--- config.mk ---
export PLATFORM = sky130hd
export DESIGN_NAME = pvb_inverter_ctrl
export DESIGN_NICKNAME = d
export VERILOG_FILES = /design/src/hdl/pvb_pkg.sv /design/src/hdl/pvb_bus_rx.sv /design/src/hdl/pvb_inverter_ctrl.sv
export VERILOG_INCLUDE_DIRS = /design/src /design/src/hdl
export SDC_FILE = /design/constraint.sdc
export NUM_CORES = 1
export LEC_CHECK = 0
export BUFFER_PORTS_ARGS = -buffer_cell sky130_fd_sc_hd__buf_2
export CORE_UTILIZATION = 31
export CTS_BUF_LIST = sky130_fd_sc_hd__clkbuf_2
export DETAILED_ROUTE_END_ITERATION = 12
export GPL_ROUTABILITY_DRIVEN = 0
export PLACE_DENSITY = 0.48
export SYNTH_ARGS = -nofsm -noshare
export SYNTH_HDL_FRONTEND = slang
export SYNTH_SLANG_ARGS = --single-unit
--- constraint.sdc ---
create_clock -name core_clk -period 14 [get_ports core_clk]
set_input_delay 2.1 -clock core_clk [delete_from_list [all_inputs] [get_ports core_clk]]
set_output_delay 2.1 -clock core_clk [all_outputs]
set_load 0.005 [all_outputs]
--- src/hdl/pvb_defines.svh ---
// Timing and code constants for the panel backlight inverter controller
`ifndef PVB_DEFINES_SVH
`define PVB_DEFINES_SVH
// Clock rate in Hz
`define PVB_CLK_HZ 50000000
// Ignition window maximum, milliseconds
`define PVB_IGNITE_MAX_MS 1400
// Burst dimming frequency bounds, Hz
`define PVB_BURST_MIN_HZ 200
`define PVB_BURST_MAX_HZ 220
// Chosen burst frequency, Hz
`define PVB_BURST_HZ 210
// Brightness code extremes
`define PVB_CODE_DIM 8'hFF
`define PVB_CODE_BRIGHT 8'h00
// Reset brightness code (dimmest)
`define PVB_CODE_RST 8'hFF
// Step table byte offsets
`define PVB_STEP_FIRST 113
`define PVB_STEP_LAST 120
// Step codes, dimmest to brightest
`define PVB_STEP_TABLE {8'hE5, 8'hD1, 8'hC3, 8'hBA, 8'h91, 8'h6C, 8'h44, 8'h00}
// Slave address of the brightness register
`define PVB_BUS_ADDR 7'h2C
`endif

--- src/hdl/pvb_pkg.sv ---
// Types for the panel backlight inverter controller
package pvb_pkg;
  // Lamp control states
  typedef enum logic [1:0] {PVB_OFF, PVB_STRIKE, PVB_LIT, PVB_FAULT} pvb_lamp_t;
  // Brightness bus receiver states
  typedef enum logic [2:0] {PVB_IDLE, PVB_ADR, PVB_AACK, PVB_DAT, PVB_DACK, PVB_SKIP}
    pvb_bus_t;
endpackage : pvb_pkg
--- src/hdl/pvb_bus_rx.sv ---
// Write-only brightness bus receiver: address, command, then data on every later byte
`timescale 1ns/1ps
`include "pvb_defines.svh"
module pvb_bus_rx
(
  input wire logic core_clk,
  input wire logic rst_n,
  input wire logic scl_s, // Synchronised bus clock
  input wire logic sda_s, // Synchronised bus data
  output logic sda_oe, // Pull data low when high
  output logic [7:0] wr_byte, // Last data byte received
  output logic wr_stb // One-cycle pulse with wr_byte
);
  // ----------------------------------------------------------------
  // State
  // ----------------------------------------------------------------
  pvb_pkg::pvb_bus_t st_ff, nxt_st; // Receiver state
  logic scl_d_ff, sda_d_ff; // Previous samples for edges
  logic [7:0] sh_ff, nxt_sh; // Shift register
  logic [3:0] cnt_ff, nxt_cnt; // Bit counter
  logic nbyte_ff, nxt_nbyte; // Second byte seen: next is data
  logic oe_ff, nxt_oe; // Acknowledge drive
  logic [7:0] byte_ff, nxt_byte; // Captured data
  logic stb_ff, nxt_stb; // Capture pulse
  logic scl_rise, scl_fall, start_c, stop_c;

  assign scl_rise = scl_s & ~scl_d_ff;
  assign scl_fall = ~scl_s & scl_d_ff;
  assign start_c = scl_s & sda_d_ff & ~sda_s;
  assign stop_c = scl_s & ~sda_d_ff & sda_s;
  assign sda_oe = oe_ff;
  assign wr_byte = byte_ff;
  assign wr_stb = stb_ff;

  // ----------------------------------------------------------------
  // Next state
  // ----------------------------------------------------------------
  // Bytes: address, command (ignored), then data on any later byte
  always_comb
  begin
    nxt_st = st_ff;
    nxt_sh = sh_ff;
    nxt_cnt = cnt_ff;
    nxt_nbyte = nbyte_ff;
    nxt_oe = oe_ff;
    nxt_byte = byte_ff;
    nxt_stb = 1'b0;
    if (start_c)
    begin
      // Start or repeated start restarts framing
      nxt_st = pvb_pkg::PVB_ADR;
      nxt_cnt = 4'h0;
      nxt_oe = 1'b0;
      nxt_nbyte = 1'b0;
    end
    else if (stop_c)
    begin
      nxt_st = pvb_pkg::PVB_IDLE;
      nxt_oe = 1'b0;
    end
    else
    begin
      case (st_ff)
        pvb_pkg::PVB_ADR, pvb_pkg::PVB_DAT:
        begin
          if (scl_rise)
          begin
            nxt_sh = {sh_ff[6:0], sda_s};
            nxt_cnt = cnt_ff + 4'h1;
          end
          else if (scl_fall && cnt_ff == 4'h8)
          begin
            // Address must match and be a write
            if (st_ff == pvb_pkg::PVB_ADR && sh_ff != {`PVB_BUS_ADDR, 1'b0})
              nxt_st = pvb_pkg::PVB_SKIP;
            else
            begin
              nxt_oe = 1'b1;
              nxt_st = (st_ff == pvb_pkg::PVB_ADR) ? pvb_pkg::PVB_AACK
                                                   : pvb_pkg::PVB_DACK;
              if (st_ff == pvb_pkg::PVB_DAT && nbyte_ff)
              begin
                nxt_byte = sh_ff;
                nxt_stb = 1'b1;
              end
            end
          end
        end
        pvb_pkg::PVB_AACK, pvb_pkg::PVB_DACK:
        begin
          // Release after the acknowledge clock
          if (scl_fall)
          begin
            nxt_oe = 1'b0;
            nxt_cnt = 4'h0;
            if (st_ff == pvb_pkg::PVB_DACK)
              nxt_nbyte = 1'b1;
            nxt_st = pvb_pkg::PVB_DAT;
          end
        end
        pvb_pkg::PVB_IDLE, pvb_pkg::PVB_SKIP:
        begin
          nxt_st = st_ff;
        end
        default:
        begin
          nxt_st = pvb_pkg::PVB_IDLE;
        end
      endcase
    end
  end

  // ----------------------------------------------------------------
  // Registers
  // ----------------------------------------------------------------
  always_ff @(posedge core_clk or negedge rst_n)
  begin
    if (!rst_n)
    begin
      st_ff <= pvb_pkg::PVB_IDLE;
      scl_d_ff <= 1'b1;
      sda_d_ff <= 1'b1;
      sh_ff <= 8'h00;
      cnt_ff <= 4'h0;
      nbyte_ff <= 1'b0;
      oe_ff <= 1'b0;
      byte_ff <= `PVB_CODE_RST;
      stb_ff <= 1'b0;
    end
    else
    begin
      st_ff <= nxt_st;
      scl_d_ff <= scl_s;
      sda_d_ff <= sda_s;
      sh_ff <= nxt_sh;
      cnt_ff <= nxt_cnt;
      nbyte_ff <= nxt_nbyte;
      oe_ff <= nxt_oe;
      byte_ff <= nxt_byte;
      stb_ff <= nxt_stb;
    end
  end
endmodule : pvb_bus_rx

--- src/hdl/pvb_inverter_ctrl.sv ---
// Backlight inverter controller: on/off, lamp status, brightness, burst dimming
`timescale 1ns/1ps
`include "pvb_defines.svh"
// Summary of operation
// - Lamp runs while control input high
// - Status output high from first lamp current until control input drops
// - Brightness byte: FF dimmest, 00 brightest
// - Eight step codes at bytes 113 to 120
// - Shut down if unlit after 1.4 s
// - Burst dimming repeats at 200 to 220 Hz
module pvb_inverter_ctrl
#(
  parameter int CLK_HZ = `PVB_CLK_HZ, // Core clock rate
  parameter int IGNITE_MS = `PVB_IGNITE_MAX_MS, // Striking limit
  parameter int BURST_HZ = `PVB_BURST_HZ, // Burst repeat rate
  parameter int IGNITE_CYC = CLK_HZ / 1000 * IGNITE_MS, // Striking limit, cycles
  parameter int BURST_CYC = CLK_HZ / BURST_HZ // Burst period, cycles
)
(
  input wire logic core_clk,
  input wire logic rst_n,
  input wire logic backlight_on_ctrl, // Pin: lamp on request
  input wire logic lamp_sense, // Pin: lamp current detected
  input wire logic brightness_bus_clock, // Pin: bus clock
  input wire logic brightness_bus_data_in, // Pin: bus data level
  input wire logic [2:0] step_sel, // Step table index for readback
  output logic brightness_bus_data_out, // Always low when driven
  output logic brightness_bus_data_oe, // High while pulling data low
  output logic lamp_drive, // Lamp oscillator enable
  output logic lamp_status, // Lamp lit feedback
  output logic ignite_fault, // Striking timed out
  output logic [7:0] step_code, // Step code from the table
  output logic [7:0] bright_code // Current brightness code
);
  // ----------------------------------------------------------------
  // Checks and state
  // ----------------------------------------------------------------
  // Parameter limits are refused at elaboration, before any logic is built
  if (BURST_HZ < `PVB_BURST_MIN_HZ || BURST_HZ > `PVB_BURST_MAX_HZ)
  begin : g_burst_range
    $error("burst rate out of range");
  end
  if (BURST_CYC < 256 || IGNITE_CYC < 1)
  begin : g_count_range
    $error("counts too small");
  end

  localparam logic [63:0] STEPS = `PVB_STEP_TABLE; // First byte is dimmest
  localparam logic [31:0] IGN_LIM = 32'(IGNITE_CYC);
  localparam logic [31:0] BUR_LIM = 32'(BURST_CYC);

  pvb_pkg::pvb_lamp_t st_ff, nxt_st; // Lamp state
  logic [1:0] on_sy_ff, sns_sy_ff, scl_sy_ff, sda_sy_ff; // Pin synchronisers
  logic [31:0] ign_ff, nxt_ign; // Striking timer
  logic [31:0] bur_ff, nxt_bur; // Burst period counter
  logic [7:0] br_ff, nxt_br; // Brightness code
  logic drv_ff, nxt_drv; // Lamp drive output
  logic stat_ff, nxt_stat; // Status output
  logic flt_ff, nxt_flt; // Fault output
  logic [7:0] stc_ff, nxt_stc; // Step code output
  logic sda_oe_w; // Receiver acknowledge
  logic [7:0] wr_byte; // Received code
  logic wr_stb; // Received pulse
  logic burst_on; // Inside the on part of a burst

  // Step code lookup, brightest at the last offset
  function automatic logic [7:0] pvb_step(input logic [2:0] idx);
    pvb_step = STEPS[8'(63 - 8 * int'(idx)) -: 8];
  endfunction : pvb_step

  // Burst on-time shrinks as the code rises toward dim
  function automatic logic burst_gate(input logic [31:0] cnt, input logic [7:0] code);
    logic [39:0] lim;
    lim = 40'(BUR_LIM) * 40'(9'h100 - {1'b0, code}) / 40'h100;
    burst_gate = (40'(cnt) < lim) || (code == `PVB_CODE_BRIGHT);
  endfunction : burst_gate

  // ----------------------------------------------------------------
  // Bus receiver
  // ----------------------------------------------------------------
  pvb_bus_rx u_rx
  (
    .core_clk(core_clk),
    .rst_n(rst_n),
    .scl_s(scl_sy_ff[1]),
    .sda_s(sda_sy_ff[1]),
    .sda_oe(sda_oe_w),
    .wr_byte(wr_byte),
    .wr_stb(wr_stb)
  );

  assign brightness_bus_data_out = 1'b0;
  assign brightness_bus_data_oe = sda_oe_w;
  assign lamp_drive = drv_ff;
  assign lamp_status = stat_ff;
  assign ignite_fault = flt_ff;
  assign step_code = stc_ff;
  assign bright_code = br_ff;
  assign burst_on = burst_gate(bur_ff, br_ff);

  // ----------------------------------------------------------------
  // Next state
  // ----------------------------------------------------------------
  // Dimming: burst counter free-runs, a new code takes effect next cycle
  always_comb
  begin
    nxt_bur = (bur_ff >= BUR_LIM - 32'h1) ? 32'h0 : bur_ff + 32'h1;
    nxt_br = wr_stb ? wr_byte : br_ff;
    nxt_stc = pvb_step(step_sel);
  end

  // Dimming registers
  always_ff @(posedge core_clk or negedge rst_n)
  begin
    if (!rst_n)
    begin
      bur_ff <= 32'h0;
      br_ff <= `PVB_CODE_RST;
      stc_ff <= 8'h00;
    end
    else
    begin
      bur_ff <= nxt_bur;
      br_ff <= nxt_br;
      stc_ff <= nxt_stc;
    end
  end

  // Fault latches until the control input drops, so a retry needs a toggle
  always_comb
  begin
    nxt_st = st_ff;
    nxt_ign = ign_ff;
    case (st_ff)
      pvb_pkg::PVB_OFF:
      begin
        nxt_ign = 32'h0;
        if (on_sy_ff[1])
          nxt_st = pvb_pkg::PVB_STRIKE;
      end
      pvb_pkg::PVB_STRIKE:
      begin
        nxt_ign = ign_ff + 32'h1;
        if (!on_sy_ff[1])
          nxt_st = pvb_pkg::PVB_OFF;
        else if (sns_sy_ff[1])
          nxt_st = pvb_pkg::PVB_LIT;
        else if (ign_ff >= IGN_LIM - 32'h1)
          nxt_st = pvb_pkg::PVB_FAULT;
      end
      pvb_pkg::PVB_LIT:
      begin
        if (!on_sy_ff[1])
          nxt_st = pvb_pkg::PVB_OFF;
      end
      pvb_pkg::PVB_FAULT:
      begin
        if (!on_sy_ff[1])
          nxt_st = pvb_pkg::PVB_OFF;
      end
      default:
      begin
        nxt_st = pvb_pkg::PVB_OFF;
      end
    endcase
    // Striking runs full power; dimming only once lit
    nxt_drv = (nxt_st == pvb_pkg::PVB_STRIKE)
           || (nxt_st == pvb_pkg::PVB_LIT && burst_on);
    nxt_stat = (nxt_st == pvb_pkg::PVB_LIT);
    nxt_flt = (nxt_st == pvb_pkg::PVB_FAULT);
  end

  // ----------------------------------------------------------------
  // Registers
  // ----------------------------------------------------------------
  always_ff @(posedge core_clk or negedge rst_n)
  begin
    if (!rst_n)
    begin
      st_ff <= pvb_pkg::PVB_OFF;
      ign_ff <= 32'h0;
      drv_ff <= 1'b0;
      stat_ff <= 1'b0;
      flt_ff <= 1'b0;
    end
    else
    begin
      st_ff <= nxt_st;
      ign_ff <= nxt_ign;
      drv_ff <= nxt_drv;
      stat_ff <= nxt_stat;
      flt_ff <= nxt_flt;
    end
  end

  // ----------------------------------------------------------------
  // Synchronisers
  // ----------------------------------------------------------------
  // Two stages per pin; only the second stage is read by any logic
  always_ff @(posedge core_clk or negedge rst_n)
  begin
    if (!rst_n)
    begin
      on_sy_ff <= 2'h0;
      sns_sy_ff <= 2'h0;
      scl_sy_ff <= 2'h3; // Bus idles high, so no false edge after reset
      sda_sy_ff <= 2'h3;
    end
    else
    begin
      on_sy_ff <= {on_sy_ff[0], backlight_on_ctrl};
      sns_sy_ff <= {sns_sy_ff[0], lamp_sense};
      scl_sy_ff <= {scl_sy_ff[0], brightness_bus_clock};
      sda_sy_ff <= {sda_sy_ff[0], brightness_bus_data_in};
    end
  end
endmodule : pvb_inverter_ctrl

==> out/qor.csv, run 1 <==
metric;value;unit
reg-to-reg startpoint;bright_code[0];
Yosys top cell area share;28.5;%
DR vias/cell;4.64;
post-layout util;35.1;%
clk_lat worst skew;0.71;ns
DRC viols;0;
CTS tree;done;
total number of vias;6170;
IO buf count;28;
final setup fails;0;
Mapped Cells;895;
combinational share of power;14.3;%
synthesized cell area;8700;µm²
initial antenna violation count;1;
outcome;completed;
Total GRT Usage;13.6;%
worst slack at placement;5.72;ns
top_reg_cell synth;dfrtp_1;
fmax;0.120;GHz
Pre-antenna DRT Iters;5;
Seq/Total Area, Yosys;35.1;%
VDD IR-drop max;48.3;µV
relative slew slack;35.3;%
worst-case clock buffer depth;2;
CTS Hold Buffers Added;0;
1st-iter DRT viols;319;
max cap viols;0;
Area Growth Syn to Fin;9.88;%
Avg WL per Cell;13.6;µm
grt ovf;0;
Worst EP arrival;8.89;ns
Worst Clk Skew;0.0551;ns
clk sinks;121;
synth cell count leaders;136 x ha_1, 99 x dfrtp_1, 93 x inv_1;
TNS Setup;0;ns
DIE AREA;28700;µm²
share of layout cells above drive strength 1;12.0;%
DIE WIDTH;170;µm
post-CTS resize count;0;
CTS buffer count;17;
Psw;247;µW
crit share post-route;59.3;%
design area;9560;µm²
Post-DRT Antenna Nets;0;
crit path setup slack, layout;5.69;ns
Core ar.;27300;µm²
Sequential Power Share;53.5;%
Post-CTS Setup Bufs;0;
Reg2Reg Depth;25;
# IOs;30;
final hold slack;0.374;ns
HP Class;reg -> reg;
Clk pwr share;32.2;%
ranking of synthesized cells by area;dfrtp_1 28%, ha_1 20%, dfstp_2 6.6%, fa_1 5.3%, inv_1 4.0%;
Pleak;0.00473;µW
post-synth top area cell;dfrtp_1;
CTS root buf;clkbuf_2;
Synth Warn #;0;
Hold Violations, Final;0;
CP peak stage delay;0.78;ns
# rows;60;
RSZ-0062 raised after global routing;no;
top-count cell post-synth;ha_1;
Worst Max-Slew Pin Slew;0.963;ns
Worst setup startpoint;bright_code[0];
flop2flop setup slack;5.69;ns
Internal;492;µW
post-layout minimum cycle time;8.31;ns
Die Ht;170;µm
CP required;14.58;ns
hpwl dp;14000;µm
# H-tree levels;4;
Worst setup SP type;flip-flop;
crit-path most repeated cell;ha_1;
Cell Pwr Density;77.3;nW/µm²
Critical Path Sink Type;flip-flop;
crit path capture;lamp_drive;
capturing point of the worst reg2reg path;lamp_drive;
CP Max Fanout;12;
Final nets;1111;
register bit count reported by yosys;121;
number of distinct library cells after synthesis;65;
first-pass GRT wire length;31200;µm
Post-synth EDFFs;0;
Slowest-stage cell, CP;a21oi_1;
share of synthesized registers carrying an async set or reset;100;%
vias in the first global route;6133;
Detailed Route WL;18000;µm
largest net degree at the start of global routing;76;
Cell Area, Placed;9300;µm²
Final Max Tran Viols;0;
Reg clk slew, reported paths;0.23;ns
Switching Fraction;33.5;%
mean area per synthesized cell;9.72;µm²
critical path class;reg -> reg;
Initial Util;31.9;%
## cells in the final DEF (no fill, tap or decap), types with 7 or more instances in the layout
| cell type | instances |
|---|---|
| inv_1 | 93 |
| xnor2_1 | 30 |
| buf_2 | 27 |
| or3_1 | 7 |
| a31oi_1 | 7 |
| clkbuf_2 | 17 |
| xor2_1 | 34 |
| conb_1 | 15 |
| dfrtp_1 | 99 |
| nand2b_1 | 7 |
| and3_1 | 14 |
| nand4_1 | 19 |
| dfstp_2 | 22 |
| nor3_1 | 19 |
| ha_1 | 136 |
| nand2_1 | 77 |
| a21oi_1 | 37 |
| mux2_2 | 14 |
| nand3_1 | 22 |
| a21o_1 | 18 |
| nor2b_1 | 8 |
| fa_1 | 23 |
| nor2_1 | 78 |
| o21ai_0 | 30 |
## critical path, delay by kind of cell, from the launching register on
kind	cells	cell delay, ns
AO/OA/AOI/OAI	7	2.18
XOR/XNOR	1	0.65
adder cells (fa/ha/maj)	7	2.45
buffers and inverters	2	0.38
flip-flops	1	0.72
AND/OR/NAND/NOR	8	1.82
## per-stage QoR
| step | total power (µW) | instances |
|---|---|---|
| after global placement | 509 | 1296 |
| final | 739 | 1329 |
| after detailed placement | 510 | 1296 |
| after floorplan | 479 | 909 |
| after global routing | 791 | 1329 |
| after CTS | 757 | 1328 |
## sequential cells by signal, summed over array words and instances (netlist names)
| name | count |
|---|---|
| bur_ff | 32 |
| ign_ff | 32 |
| bright_code | 8 |
| step_code | 8 |
| u_rx.sh_ff | 8 |
| u_rx.wr_byte | 8 |
| u_rx.cnt_ff | 4 |
| u_rx.st_ff | 3 |
| on_sy_ff | 2 |
| scl_sy_ff | 2 |
| sda_sy_ff | 2 |
| sns_sy_ff | 2 |
| st_ff | 2 |
| ignite_fault | 1 |
| lamp_drive | 1 |
| lamp_status | 1 |
| u_rx.nbyte_ff | 1 |
| u_rx.scl_d_ff | 1 |
| u_rx.sda_d_ff | 1 |
| u_rx.sda_oe | 1 |
| u_rx.wr_stb | 1 |
## power groups by stage
stage | clock network, µW | registers, µW | logic (µW)
after floorplan | 0 | 389 | 89.2
after global placement | 0 | 402 | 107
after detailed placement | 0 | 402 | 108
after CTS | 252 | 396 | 108
after global routing | 267 | 401 | 123
final | 238 | 396 | 106
## layout make-up
class,instances,area [µm²]
fill,2816,17700
multi-input combinational,678,5260
sequential,121,3060
tap,372,465
inverter,94,353
clock inverter,15,174
timing repair buffer,31,165
clock buffer,17,85.1
antenna,1,2.50
## per-layer routing
metal	global-route usage (%)	vias up	routed length (µm)	part of all wire (%)
met2	21.7	68	8260	46
met1	18.8	2914	9010	50
li1	-	3176	-	-
met5	0	-	0	0
met3	2.80	12	621	3.4
met4	2.94	0	128	0.71
## cell families (layout without fill, tap and decap cells)
| family | Yosys count | count (layout) | share of synthesized area (%) |
|---|---|---|---|
| buf+inv | 110 | 157 | 5.03 |
| mux | 15 | 15 | 1.93 |
| flops | 121 | 121 | 35.1 |
| fa+ha+maj | 160 | 160 | 25.0 |
| other cells | 1 | 16 | 0.0431 |
| xor+xnor | 64 | 64 | 6.44 |
| compound gates | 138 | 138 | 10.4 |
| simple gates | 286 | 286 | 16.1 |
## worst min path at each step
stage / start / end / slack (ns) / cells past startpoint
floorplan: on_sy_ff[0] / on_sy_ff[1] / 0.33 / 0
finish: sda_sy_ff[0] / sda_sy_ff[1] / 0.37 / 0
global route: sda_sy_ff[0] / sda_sy_ff[1] / 0.39 / 0
detailed placement: sda_sy_ff[0] / sda_sy_ff[1] / 0.35 / 0
global placement: sda_sy_ff[0] / sda_sy_ff[1] / 0.35 / 0
CTS: sda_sy_ff[0] / sda_sy_ff[1] / 0.38 / 0
Power figures use the tool's default switching activity.
==> inputs of run 2 (changes only) <==
--- a/config.mk
+++ b/config.mk
@@ -11,7 +11,7 @@
 export CTS_BUF_LIST = sky130_fd_sc_hd__clkbuf_2
 export DETAILED_ROUTE_END_ITERATION = 12
 export GPL_ROUTABILITY_DRIVEN = 0
-export PLACE_DENSITY = 0.48
+export PLACE_DENSITY = 0.49
 export SYNTH_ARGS = -nofsm -noshare
 export SYNTH_HDL_FRONTEND = slang
 export SYNTH_SLANG_ARGS = --single-unit
==> constraint.sdc (replaced) <==
create_clock -name core_clk -period 7.6 [get_ports core_clk]
set_input_delay 1.14 -clock core_clk [delete_from_list [all_inputs] [get_ports core_clk]]
set_output_delay 1.14 -clock core_clk [all_outputs]
set_load 0.005 [all_outputs]
==> run 2 against run 1 <==
Clock-buffer cell count is 1 higher. Flip-flop and latch count is the same. Cell count is 0.68% higher. Combinational power is 83% higher. Hold slack lost 0.025 ns. Via count up 0.84%. First-iteration DRC count fell by 41%. Critical path type unchanged. Largest power group unchanged.
==> out/qor.csv, run 2 (synthesized netlist as in run 1, its figures left out) <==
metric;value;unit
outcome;completed;
CP Max Fanout;12;
DRC viols;0;
Sequential Power Share;53.2;%
Area Growth Syn to Fin;10.8;%
grt ovf;0;
Final nets;1120;
Detailed Route WL;17700;µm
clk sinks;121;
Critical Path Sink Type;flip-flop;
Switching Fraction;30.5;%
clk_lat worst skew;0.71;ns
FF/Latch Area;3060;µm²
post-layout util;35.4;%
crit share post-route;93.1;%
share of layout cells above drive strength 1;12.8;%
relative slew slack;45.0;%
DIE WIDTH;170;µm
Pleak;0.00477;µW
Post-CTS Setup Bufs;0;
CP Buf/Inv Count;4;
HP Class;reg -> reg;
Worst EP arrival;7.68;ns
DR vias/cell;4.65;
Worst Clk Skew;0.0522;ns
Final Max Tran Viols;0;
Post-DRT Antenna Nets;0;
post-route insts no fill;1338;
Top delay family on crit path;adder cells;
hpwl dp;13800;µm
combinational share of power;14.1;%
CP required;8.20;ns
fmax;0.141;GHz
VDD IR-drop max;88.6;µV
crit path setup slack, layout;0.524;ns
Multi-input gate area;5270;µm²
Filler Cells Inserted;2824;
post-CTS resize count;0;
initial antenna violation count;1;
Core ar.;27300;µm²
Largest regs;bur_ff (32), ign_ff (32);
# IOs;30;
Total GRT Usage;13.2;%
most frequent cells in the layout;136 x ha_1, 99 x dfrtp_1, 93 x inv_1, 78 x nor2_1, 77 x nand2_1;
CP peak stage delay;0.58;ns
Initial Util;31.9;%
post-layout minimum cycle time;7.08;ns
largest net degree at the start of global routing;67;
vias in the first global route;6169;
Psw;418;µW
Worst Max-Slew Pin Slew;0.824;ns
worst-case clock buffer depth;2;
Avg WL per Cell;13.2;µm
total number of vias;6222;
CTS buffer count;17;
worst slack at placement;0.386;ns
IO buf count;28;
final setup fails;0;
most common cell after layout, fill and taps aside;ha_1;
DIE AREA;28700;µm²
1st-iter DRT viols;188;
Worst setup SP type;flip-flop;
Slowest-stage cell, CP;dfstp_2;
placed cells;1305;
RSZ-0062 raised after global routing;no;
max cap viols;0;
first-pass GRT wire length;30300;µm
# rows;60;
CTS Hold Buffers Added;0;
crit-path most repeated cell;ha_1;
Die Ht;170;µm
CTS root buf;clkbuf_2;
Reg clk slew, reported paths;0.21;ns
Clk pwr share;32.7;%
Cell Pwr Density;142;nW/µm²
Hold Violations, Final;0;
CTS tree;done;
Internal;954;µW
# H-tree levels;4;
critical path class;reg -> reg;
Pre-antenna DRT Iters;4;
TNS Setup;0;ns
-- run 2: changes by cell type in the layout (fill, tap and decap cells not counted), moves of 2 or more --
cell       delta
inv_6         -4
clkinv_4      +2
inv_8         -3
clkinv_2      +2
bufinv_16     +2
buf_4         +9
clkinv_8      -2
-- run 2: path summary, 6_finish.rpt --
check                               start            to  slack (ns)  cells past startpoint
setup / recovery           bright_code[1]    lamp_drive        0.52                     28
hold / removal               sda_sy_ff[0]  sda_sy_ff[1]        0.35                      0
setup reg to reg           bright_code[1]    lamp_drive        0.52                     28
hold reg to reg              sda_sy_ff[0]  sda_sy_ff[1]        0.35                      0
max in group asynchronous           rst_n    bur_ff[13]        5.79                      2
min in group asynchronous           rst_n    ign_ff[18]        0.45                      1
-- run 2: area by class of cell --
type / count / area share [%]
antenna: 1 / 0.0260
multi-input combinational: 678 / 54.7
inverter: 94 / 3.66
tap: 372 / 4.83
clock buffer: 18 / 0.935
timing repair buffer: 40 / 2.41
clock inverter: 14 / 1.78
sequential: 121 / 31.7
-- run 2: metal layers --
metal	GRT usage (%)	up-vias	share of wire, %
li1	-	3198	-
met1	18.5	2955	51
met2	20.7	55	45
met3	2.92	14	3.1
met4	3.29	0	1.1
met5	0	-	0
-- run 2: metrics by stage --
stage               power (µW)  hold WS (ns)  cell area, µm²
finish                    1370         0.349            9640
global route              1460         0.373            9640
CTS                       1400         0.371            9630
global placement           938         0.346            9370
detailed placement         937         0.347            9370
floorplan                  882         0.331            8760
-- run 2: power by group through the flow --
stage                     clock network, µW  registers, µW  logic (µW)
after floorplan                           0            717         164
after global placement                    0            741         197
after detailed placement                  0            741         197
after CTS                               472            730         198
after global routing                    492            738         228
final                                   449            729         194
